===== src/hdl/afe_cfg_pkg.sv =====
// Purpose: Shared constants and types for the analog front end configuration registers.
// Assumes: Plain register port with 32-bit addresses and data.
// Notes: Offsets are full byte addresses on the peripheral bus.
package afe_cfg_pkg;

  localparam logic [31:0] IBUF_CTRL_ADDR = 32'h40083400;
  localparam logic [31:0] REF_CFG_ADDR = 32'h40087834;

  localparam logic [15:0] IBUF_CTRL_RESET = 16'h000F;
  localparam logic [7:0] REF_CFG_RESET = 8'h00;

  // Input buffer control field positions.
  localparam int AZ_DIS_BIT = 10;
  localparam int CHOP_POL_LSB = 8;
  localparam int CHOP_EN_LSB = 4;
  localparam int BUF_PD_LSB = 2;
  localparam int BUF_BYP_LSB = 0;
  // Reserved spans of the input buffer register are read-write storage too.
  localparam int IBUF_RSVD_HI_LSB = 11;
  localparam int IBUF_RSVD_MID_LSB = 6;

  // Reference configuration bit positions.
  localparam int DRV_A_PD_BIT = 6;
  localparam int EXT_REF_BIT = 3;
  localparam int DRV_B_PD_BIT = 2;
  localparam int REF_BUF_PD_BIT = 1;
  localparam int BG_PD_BIT = 0;
  localparam int REF_RSVD_HI_BIT = 7;
  localparam int REF_RSVD_MID_LSB = 4;

  // Two-bit side selectors: bit 1 is the P side, bit 0 the N side.
  typedef struct packed {
    logic autozero_disable;
    logic [1:0] manual_chop_polarity;
    logic [1:0] chop_enable;
    logic [1:0] buffer_power_down;
    logic [1:0] buffer_bypass;
  } ibuf_ctrl_type;

  typedef struct packed {
    logic out_driver_a_power_down;
    logic external_ref_select;
    logic out_driver_b_power_down;
    logic ref_buffer_power_down;
    logic bandgap_power_down;
  } ref_ctrl_type;

endpackage


===== src/hdl/analog_front_end_config_regs.sv =====
// Purpose: Two configuration registers that drive static levels into the analog front end.
// Assumes: Software keeps the chop polarity field legal; the block does not police it.
// Notes: Reads have no side effects; unmapped addresses read as zero and ignore writes.
//
// Chosen here: strobed register access.
`timescale 1ns/1ps
module analog_front_end_config_regs
  import afe_cfg_pkg::*;
(
  // Clock and reset
  input wire logic clk_sys_i,
  input wire logic rst_n_i,
  // Register port
  input wire logic [31:0] reg_addr_i,
  input wire logic [31:0] reg_wdata_i,
  input wire logic reg_write_i,
  input wire logic reg_read_i,
  output logic [31:0] reg_rdata_o,
  // Analog control levels
  output ibuf_ctrl_type ibuf_ctrl_o,
  output ref_ctrl_type ref_ctrl_o
);

  // Both the write and the read path decode addresses, so each decode is one function.
  function automatic logic hits_ibuf(input logic [31:0] addr);
    return addr == IBUF_CTRL_ADDR;
  endfunction

  function automatic logic hits_ref(input logic [31:0] addr);
    return addr == REF_CFG_ADDR;
  endfunction

  // Writes to any other address miss both decodes and change nothing.
  logic ibuf_write;
  logic ref_write;

  assign ibuf_write = reg_write_i && hits_ibuf(reg_addr_i);
  assign ref_write = reg_write_i && hits_ref(reg_addr_i);

  // Reserved bits are read-write storage, so they are kept and read back.
  logic [4:0] ibuf_spare_hi_q;
  logic [4:0] ibuf_spare_hi_d;
  logic [1:0] ibuf_spare_mid_q;
  logic [1:0] ibuf_spare_mid_d;
  always_comb begin
    ibuf_spare_hi_d = ibuf_spare_hi_q;
    ibuf_spare_mid_d = ibuf_spare_mid_q;
    if (ibuf_write) begin
      ibuf_spare_hi_d = reg_wdata_i[IBUF_RSVD_HI_LSB +: 5];
      ibuf_spare_mid_d = reg_wdata_i[IBUF_RSVD_MID_LSB +: 2];
    end
  end

  always_ff @(posedge clk_sys_i) begin
    if (!rst_n_i) begin
      ibuf_spare_hi_q <= IBUF_CTRL_RESET[IBUF_RSVD_HI_LSB +: 5];
      ibuf_spare_mid_q <= IBUF_CTRL_RESET[IBUF_RSVD_MID_LSB +: 2];
    end else begin
      ibuf_spare_hi_q <= ibuf_spare_hi_d;
      ibuf_spare_mid_q <= ibuf_spare_mid_d;
    end
  end

  logic autozero_disable_q;
  logic autozero_disable_d;
  always_comb begin
    autozero_disable_d = autozero_disable_q;
    if (ibuf_write) begin
      autozero_disable_d = reg_wdata_i[AZ_DIS_BIT];
    end
  end

  always_ff @(posedge clk_sys_i) begin
    if (!rst_n_i) begin
      autozero_disable_q <= IBUF_CTRL_RESET[AZ_DIS_BIT];
    end else begin
      autozero_disable_q <= autozero_disable_d;
    end
  end

  // The polarity field is passed through as written; keeping it legal is up to software.
  logic [1:0] manual_chop_polarity_q;
  logic [1:0] manual_chop_polarity_d;
  always_comb begin
    manual_chop_polarity_d = manual_chop_polarity_q;
    if (ibuf_write) begin
      manual_chop_polarity_d = reg_wdata_i[CHOP_POL_LSB +: 2];
    end
  end

  always_ff @(posedge clk_sys_i) begin
    if (!rst_n_i) begin
      manual_chop_polarity_q <= IBUF_CTRL_RESET[CHOP_POL_LSB +: 2];
    end else begin
      manual_chop_polarity_q <= manual_chop_polarity_d;
    end
  end

  logic [1:0] chop_enable_q;
  logic [1:0] chop_enable_d;
  always_comb begin
    chop_enable_d = chop_enable_q;
    if (ibuf_write) begin
      chop_enable_d = reg_wdata_i[CHOP_EN_LSB +: 2];
    end
  end

  always_ff @(posedge clk_sys_i) begin
    if (!rst_n_i) begin
      chop_enable_q <= IBUF_CTRL_RESET[CHOP_EN_LSB +: 2];
    end else begin
      chop_enable_q <= chop_enable_d;
    end
  end

  logic [1:0] buffer_power_down_q;
  logic [1:0] buffer_power_down_d;
  always_comb begin
    buffer_power_down_d = buffer_power_down_q;
    if (ibuf_write) begin
      buffer_power_down_d = reg_wdata_i[BUF_PD_LSB +: 2];
    end
  end

  always_ff @(posedge clk_sys_i) begin
    if (!rst_n_i) begin
      buffer_power_down_q <= IBUF_CTRL_RESET[BUF_PD_LSB +: 2];
    end else begin
      buffer_power_down_q <= buffer_power_down_d;
    end
  end

  logic [1:0] buffer_bypass_q;
  logic [1:0] buffer_bypass_d;
  always_comb begin
    buffer_bypass_d = buffer_bypass_q;
    if (ibuf_write) begin
      buffer_bypass_d = reg_wdata_i[BUF_BYP_LSB +: 2];
    end
  end

  always_ff @(posedge clk_sys_i) begin
    if (!rst_n_i) begin
      buffer_bypass_q <= IBUF_CTRL_RESET[BUF_BYP_LSB +: 2];
    end else begin
      buffer_bypass_q <= buffer_bypass_d;
    end
  end

  logic ref_spare_hi_q;
  logic ref_spare_hi_d;
  logic [1:0] ref_spare_mid_q;
  logic [1:0] ref_spare_mid_d;
  always_comb begin
    ref_spare_hi_d = ref_spare_hi_q;
    ref_spare_mid_d = ref_spare_mid_q;
    if (ref_write) begin
      ref_spare_hi_d = reg_wdata_i[REF_RSVD_HI_BIT];
      ref_spare_mid_d = reg_wdata_i[REF_RSVD_MID_LSB +: 2];
    end
  end

  always_ff @(posedge clk_sys_i) begin
    if (!rst_n_i) begin
      ref_spare_hi_q <= REF_CFG_RESET[REF_RSVD_HI_BIT];
      ref_spare_mid_q <= REF_CFG_RESET[REF_RSVD_MID_LSB +: 2];
    end else begin
      ref_spare_hi_q <= ref_spare_hi_d;
      ref_spare_mid_q <= ref_spare_mid_d;
    end
  end

  logic out_driver_a_power_down_q;
  logic out_driver_a_power_down_d;
  always_comb begin
    out_driver_a_power_down_d = out_driver_a_power_down_q;
    if (ref_write) begin
      out_driver_a_power_down_d = reg_wdata_i[DRV_A_PD_BIT];
    end
  end

  always_ff @(posedge clk_sys_i) begin
    if (!rst_n_i) begin
      out_driver_a_power_down_q <= REF_CFG_RESET[DRV_A_PD_BIT];
    end else begin
      out_driver_a_power_down_q <= out_driver_a_power_down_d;
    end
  end

  logic external_ref_select_q;
  logic external_ref_select_d;
  always_comb begin
    external_ref_select_d = external_ref_select_q;
    if (ref_write) begin
      external_ref_select_d = reg_wdata_i[EXT_REF_BIT];
    end
  end

  always_ff @(posedge clk_sys_i) begin
    if (!rst_n_i) begin
      external_ref_select_q <= REF_CFG_RESET[EXT_REF_BIT];
    end else begin
      external_ref_select_q <= external_ref_select_d;
    end
  end

  logic out_driver_b_power_down_q;
  logic out_driver_b_power_down_d;
  always_comb begin
    out_driver_b_power_down_d = out_driver_b_power_down_q;
    if (ref_write) begin
      out_driver_b_power_down_d = reg_wdata_i[DRV_B_PD_BIT];
    end
  end

  always_ff @(posedge clk_sys_i) begin
    if (!rst_n_i) begin
      out_driver_b_power_down_q <= REF_CFG_RESET[DRV_B_PD_BIT];
    end else begin
      out_driver_b_power_down_q <= out_driver_b_power_down_d;
    end
  end

  logic ref_buffer_power_down_q;
  logic ref_buffer_power_down_d;
  always_comb begin
    ref_buffer_power_down_d = ref_buffer_power_down_q;
    if (ref_write) begin
      ref_buffer_power_down_d = reg_wdata_i[REF_BUF_PD_BIT];
    end
  end

  always_ff @(posedge clk_sys_i) begin
    if (!rst_n_i) begin
      ref_buffer_power_down_q <= REF_CFG_RESET[REF_BUF_PD_BIT];
    end else begin
      ref_buffer_power_down_q <= ref_buffer_power_down_d;
    end
  end

  logic bandgap_power_down_q;
  logic bandgap_power_down_d;
  always_comb begin
    bandgap_power_down_d = bandgap_power_down_q;
    if (ref_write) begin
      bandgap_power_down_d = reg_wdata_i[BG_PD_BIT];
    end
  end

  always_ff @(posedge clk_sys_i) begin
    if (!rst_n_i) begin
      bandgap_power_down_q <= REF_CFG_RESET[BG_PD_BIT];
    end else begin
      bandgap_power_down_q <= bandgap_power_down_d;
    end
  end

  // Readback images are rebuilt from the field flops, reserved spans included.
  logic [15:0] ibuf_image;
  logic [7:0] ref_image;
  always_comb begin
    ibuf_image = 16'h0000;
    ibuf_image[IBUF_RSVD_HI_LSB +: 5] = ibuf_spare_hi_q;
    ibuf_image[AZ_DIS_BIT] = autozero_disable_q;
    ibuf_image[CHOP_POL_LSB +: 2] = manual_chop_polarity_q;
    ibuf_image[IBUF_RSVD_MID_LSB +: 2] = ibuf_spare_mid_q;
    ibuf_image[CHOP_EN_LSB +: 2] = chop_enable_q;
    ibuf_image[BUF_PD_LSB +: 2] = buffer_power_down_q;
    ibuf_image[BUF_BYP_LSB +: 2] = buffer_bypass_q;
    ref_image = 8'h00;
    ref_image[REF_RSVD_HI_BIT] = ref_spare_hi_q;
    ref_image[DRV_A_PD_BIT] = out_driver_a_power_down_q;
    ref_image[REF_RSVD_MID_LSB +: 2] = ref_spare_mid_q;
    ref_image[EXT_REF_BIT] = external_ref_select_q;
    ref_image[DRV_B_PD_BIT] = out_driver_b_power_down_q;
    ref_image[REF_BUF_PD_BIT] = ref_buffer_power_down_q;
    ref_image[BG_PD_BIT] = bandgap_power_down_q;
  end

  logic [31:0] rdata_q;
  logic [31:0] rdata_d;
  // The port reads zero outside the cycle after a read, so stale data never lingers.
  always_comb begin
    rdata_d = 32'h00000000;
    if (reg_read_i && hits_ibuf(reg_addr_i)) begin
      rdata_d = {16'h0000, ibuf_image};
    end
    if (reg_read_i && hits_ref(reg_addr_i)) begin
      rdata_d = {24'h000000, ref_image};
    end
  end

  always_ff @(posedge clk_sys_i) begin
    if (!rst_n_i) begin
      rdata_q <= 32'h00000000;
    end else begin
      rdata_q <= rdata_d;
    end
  end

  assign reg_rdata_o = rdata_q;

  // Levels go straight from the field flops so the analog side never sees a glitch.
  assign ibuf_ctrl_o.autozero_disable = autozero_disable_q;
  assign ibuf_ctrl_o.manual_chop_polarity = manual_chop_polarity_q;
  assign ibuf_ctrl_o.chop_enable = chop_enable_q;
  assign ibuf_ctrl_o.buffer_power_down = buffer_power_down_q;
  assign ibuf_ctrl_o.buffer_bypass = buffer_bypass_q;

  assign ref_ctrl_o.out_driver_a_power_down = out_driver_a_power_down_q;
  assign ref_ctrl_o.external_ref_select = external_ref_select_q;
  assign ref_ctrl_o.out_driver_b_power_down = out_driver_b_power_down_q;
  assign ref_ctrl_o.ref_buffer_power_down = ref_buffer_power_down_q;
  assign ref_ctrl_o.bandgap_power_down = bandgap_power_down_q;

endmodule


===== config.mk =====
export PLATFORM = sky130hd
export DESIGN_NAME = analog_front_end_config_regs
export DESIGN_NICKNAME = d
export VERILOG_FILES = /design/src/hdl/afe_cfg_pkg.sv /design/src/hdl/analog_front_end_config_regs.sv
export SDC_FILE = /design/constraint.sdc
export NUM_CORES = 1
export LEC_CHECK = 0
export BUFFER_PORTS_ARGS = -buffer_cell sky130_fd_sc_hd__buf_2
export CORE_MARGIN = 2
export CORE_UTILIZATION = 40
export DETAILED_ROUTE_END_ITERATION = 7
export PLACE_DENSITY = 0.87
export SYNTH_ARGS = -nofsm -noshare
export SYNTH_HDL_FRONTEND = slang
export SYNTH_SLANG_ARGS = --single-unit

===== constraint.sdc =====
create_clock -name clk_sys_i -period 3.1 [get_ports clk_sys_i]
set_input_delay 0.62 -clock clk_sys_i [delete_from_list [all_inputs] [get_ports clk_sys_i]]
set_output_delay 0.62 -clock clk_sys_i [all_outputs]
set_load 0.01 [all_outputs]

Word level (Yosys, flattened, before mapping). Index checks and enable logic that the tools add are counted.

Input port bits: 68. Flip-flop bits (word level): 56. Word-level logic and storage cells: 29.

Bitwise operators: 2. Reductions and logical operators: 6. Equality and inequality tests: 2. Multiplexer cells: 2.

Operators with widths (count): $eq 32x31->1 const B (2); $mux 8 (2); $logic_and 1x1->1 (4); $reduce_or 3->1 (1); $not 1->1 (2); $reduce_or 2->1 (1).

Longest topological paths before layout.
Depth after elaboration: 4. Gate-level depth with buffers: 5.

Worst setup path after synthesis. Ideal clock, no wire load.

Path kind: input -> register. Start point: input reg_addr_i[27]. End point: register chop_enable_q[0]. Data required time: 3.028 ns. Stages: 5. Path buffers: 1. Path slack: 1.277 ns. Data arrival time: 1.751 ns. Library setup time: 0.072 ns. Path through: nor4b_4 nand4_4 nor3_4 buf_12 mux2i_1.

Cells in the longest elaborated chain, start to end: 2.

RTL lines: start: declaration (line analog_front_end_config_regs.sv:14) `input wire logic [31:0] reg_addr_i,`; $eq 32x31->1 (line analog_front_end_config_regs.sv:26) `return addr == IBUF_CTRL_ADDR;`; $logic_and 1x1->1 (line analog_front_end_config_regs.sv:37) `assign ibuf_write = reg_write_i && hits_ibuf(reg_addr_i);`; end signal: assignment (line analog_front_end_config_regs.sv:110) `chop_enable_q <= IBUF_CTRL_RESET[CHOP_EN_LSB +: 2];`; end signal: assignment (line analog_front_end_config_regs.sv:112) `chop_enable_q <= chop_enable_d;`; end: declaration (line analog_front_end_config_regs.sv:99) `logic [1:0] chop_enable_q;`.

Every way passes these cells. A chain may end at the register's enable or synchronous reset.

Worst setup path in the final report.
Start point: input reg_addr_i[10]. End point: register ref_spare_mid_q[1].

Cells in the longest elaborated chain, start to end: 2.

RTL lines: $eq 32x31->1 (line analog_front_end_config_regs.sv:30) `return addr == REF_CFG_ADDR;`; $logic_and 1x1->1 (line analog_front_end_config_regs.sv:38) `assign ref_write = reg_write_i && hits_ref(reg_addr_i);`; end signal: assignment (line analog_front_end_config_regs.sv:166) `ref_spare_mid_q <= REF_CFG_RESET[REF_RSVD_MID_LSB +: 2];`; end signal: assignment (line analog_front_end_config_regs.sv:169) `ref_spare_mid_q <= ref_spare_mid_d;`; end: declaration (line analog_front_end_config_regs.sv:152) `logic [1:0] ref_spare_mid_q;`.

Every way passes these cells.

==> results.py <==
metrics = {
    "timing": {
        "finalSetupViolCount": 0,
        "relSlewSlack_pct": 61.0,
        "hold_viol": 0,
        "fmax_ghz": 0.478,
        "tns_ns": 0,
        "slew_viol_final": 0,
        "worst_slack_ns": 1.01,
        "fin_crit_sh_pct": 67.4,
        "worst_slew_pin_slew_ns": 0.581,
        "fin_skew_ns": 0.00306,
        "rsz0062_at_grt": "no",
        "min_period_ns": 2.09,
    },
    "clocking": {
        "cts_tree": "yes",
        "hold_buffers": 0,
        "cts_buffer_depth": 2,
        "numCtsBuffers": 5,
        "cts_sinks": 40,
        "insertion_delay_ns": 0.29,
        "cts-root-buf": "clkbuf_8",
        "clkTransAtPathRegs_ns": 0.08,
        "post_cts.repair.setup_buffers": 0,
        "htreeDepth": 2,
        "cts_resized": 0,
    },
    "global_routing": {
        "grt_max_degree": 42,
        "grt_overflow_total": 0,
        "use_met1_pct": 16.2,
        "grt_pass1_vias": 1432,
        "use_met2_pct": 26.7,
        "gr-usage-met3_pct": 3.61,
        "grt_first_pass_wirelength_mm": 6.01,
        "antenna_found_initial": 0,
        "track_usage_pct": 14.7,
        "top_usage_layer": "met2",
    },
    "logic_synthesis": {
        "async_reset_ff_share_pct": 0,
        "syn_avg_cell_area_sq_um": 9.95,
        "yosysWarnings": 0,
        "yosysUniqueCellTypes": 30,
        "synth_seq_cells": 40,
        "synth_edf_count": 0,
        "ys_seq_area_share_pct": 43.3,
        "netlist_area_sq_mm": 0.00185,
        "syn_inst": 186,
        "synth_top_flop_cell": "dfxtp_1",
    },
    "critical_path": {
        "rr_worst_depth": 2,
        "cp_max_fo": 9,
        "startpoint": "reg_addr_i[10]",
        "crit_arrival_ns": 2.31,
        "endpoint_kind": "flip-flop",
        "critical_path_class": "primary input to flip-flop",
        "crit_buf_inv": 1,
        "cp.depth": 5,
        "worstPathRequired_ns": 3.32,
        "slowest_stage": "and3_1",
        "crit_family": "simple AND/OR/NAND/NOR gates",
        "reg2reg_slack_ns": 2.41,
        "r2r-end": "reg_rdata_o[3]",
        "path_cells": "buf_2 -> nand4b_1 -> nor4_4 -> and3_1 -> mux2i_1",
        "r2r-start": "external_ref_select_q",
        "endpoint": "ref_spare_mid_q[1]",
        "slowest_delay_ns": 0.60,
        "start_kind": "primary input",
    },
    "layout": {
        "antennaDiodeCount": 0,
        "final_cell_mix": "81 x buf_2, 40 x dfxtp_1, 37 x nand2_1",
        "design_area_sq_mm": 0.00229,
        "syn2layout_area_growth_pct": 23.7,
        "finalNetCount": 328,
        "drive_above_1_share_pct": 40.2,
        "final_cells": 313,
        "final_common_cell": "buf_2",
        "fillers": 424,
    },
    "die": {
        "coreArea_sq_mm": 0.00441,
        "die_h_um": 72.0,
        "start_util_pct": 41.9,
        "die_x_um": 72.0,
        "rows": 24,
        "die_area_sq_mm": 0.00519,
        "io_pins": 114,
    },
    "drt": {
        "drc": 0,
        "vias": 1518,
        "ant_nets": 0,
        "vias_per_cell": 4.85,
        "wl_per_cell_um": 12.5,
        "drt_iter0_markers": 105,
        "finalWirelength_mm": 3.90,
        "drt_first_pass_iters": 4,
    },
    "place": {
        "post-dp-hpwl_mm": 2.95,
        "dpl-instance-area_sq_mm": 0.00217,
        "pre_cts_ws_ns": 0.715,
        "gp_routability_congestion": 0.773,
        "port_buffers": 81,
        "place_inst": 305,
    },
    "power_and_ir_drop": {
        "p_leak_nw": 1.01,
        "comb_power_share_pct": 7.0,
        "p_sw_mw": 0.224,
        "seq_power_share_pct": 49.7,
        "cellPowerDensity_mw_per_mm2": 451,
        "p_int_mw": 0.808,
        "p_total_mw": 1.03,
        "clkPwrFrac_pct": 43.2,
        "vdd_drop_max_v": 0.000218,
        "sw_frac_of_total_pct": 21.7,
    },
    "worst_hold_path": {
        "hold_start": "ibuf_spare_hi_q[2]",
        "min_path_type": "flip-flop to flip-flop",
    },
    "run": {
        "cap_viol_max_count": 0,
    },
    "status": {
        "status": "finished, final reports clean",
    },
}
==> area by class of cell <==
cell class	instances	area, sq um	share of cell area, %
clock buffers	6	82.6	3.61
well taps	52	65.1	2.84
multi-input cells	130	882	38.5
repair buffers	83	420	18.4
clock inverters	2	38.8	1.69
flip-flops and latches	40	801	35.0
==> registers in the layout, indices dropped and copies added (netlist names) <==
| register | cells |
|---|---|
| ref_spare_hi_q | 1 |
| ibuf_spare_mid_q | 2 |
| ref_buffer_power_down_q | 1 |
| external_ref_select_q | 1 |
| out_driver_b_power_down_q | 1 |
| chop_enable_q | 2 |
| ibuf_spare_hi_q | 5 |
| reg_rdata_o | 16 |
| bandgap_power_down_q | 1 |
| out_driver_a_power_down_q | 1 |
| buffer_power_down_q | 2 |
| buffer_bypass_q | 2 |
| manual_chop_polarity_q | 2 |
| autozero_disable_q | 1 |
| ref_spare_mid_q | 2 |
==> worst register-to-register path: cells and delay by family, from the launching register on <==
family / cells / cell delay [ns]
AO/OA/AOI/OAI: 1 / 0.18
AND/OR/NAND/NOR: 1 / 0.06
flip-flops: 1 / 0.34
==> how the worst min path moves through the flow <==
stage                              end  depth (start not counted)
floorplan              reg_rdata_o[11]                          1
global placement       reg_rdata_o[12]                          1
finish                 reg_rdata_o[13]                          1
detailed placement     reg_rdata_o[13]                          1
CTS                 ibuf_spare_hi_q[2]                          2
global route        ibuf_spare_hi_q[4]                          2
==> layer usage <==
| metal | share of wire [%] | wire [um] | up-vias |
|---|---|---|---|
| li1 | - | - | 753 |
| met1 | 41 | 1590 | 689 |
| met2 | 50 | 1970 | 68 |
| met3 | 7.0 | 273 | 8 |
| met4 | 1.8 | 72 | 0 |
| met5 | 0 | 0 | - |
==> power by group through the flow <==
stage	Sequential, mW	Clock (mW)	Combinational (mW)
floorplan	0.525	0	0.0443
global placement	0.525	0	0.0707
detailed placement	0.525	0	0.0728
CTS	0.513	0.447	0.0729
global route	0.513	0.466	0.0801
finish	0.513	0.446	0.0727
==> cell usage after synthesis, types with 2 or more instances <==
| library cell | n | area [sq um] |
|---|---|---|
| nor4_1 | 4 | 25.0 |
| nand2_1 | 37 | 139 |
| and2_1 | 9 | 56.3 |
| a22oi_1 | 8 | 60.1 |
| mux2i_1 | 20 | 200 |
| o21ai_0 | 4 | 20.0 |
| nor4_2 | 2 | 25.0 |
| and3_1 | 2 | 12.5 |
| dfxtp_1 | 40 | 801 |
| nor2_1 | 8 | 30.0 |
| nor4_4 | 4 | 85.1 |
| clkbuf_1 | 6 | 22.5 |
| a31oi_1 | 4 | 25.0 |
| buf_4 | 22 | 165 |
==> stage by stage <==
stage               utilization [%]  hold slack, ns
finish                         51.9           0.460
global route                   51.9           0.481
CTS                            51.9           0.464
detailed placement             49.1           0.446
global placement               49.1           0.436
floorplan                         -           0.430
==> cell families after synthesis <==
| kind of cell | after synthesis | share of synthesized area (%) |
|---|---|---|
| AO/OA/AOI/OAI | 16 | 5.68 |
| flip-flops | 40 | 43.3 |
| buffers and inverters | 31 | 12.1 |
| other | 1 | 0.203 |
| multiplexers | 20 | 10.8 |
| AND/OR/NAND/NOR | 78 | 27.9 |
No activity file was read; power rests on OpenSTA's default activity.
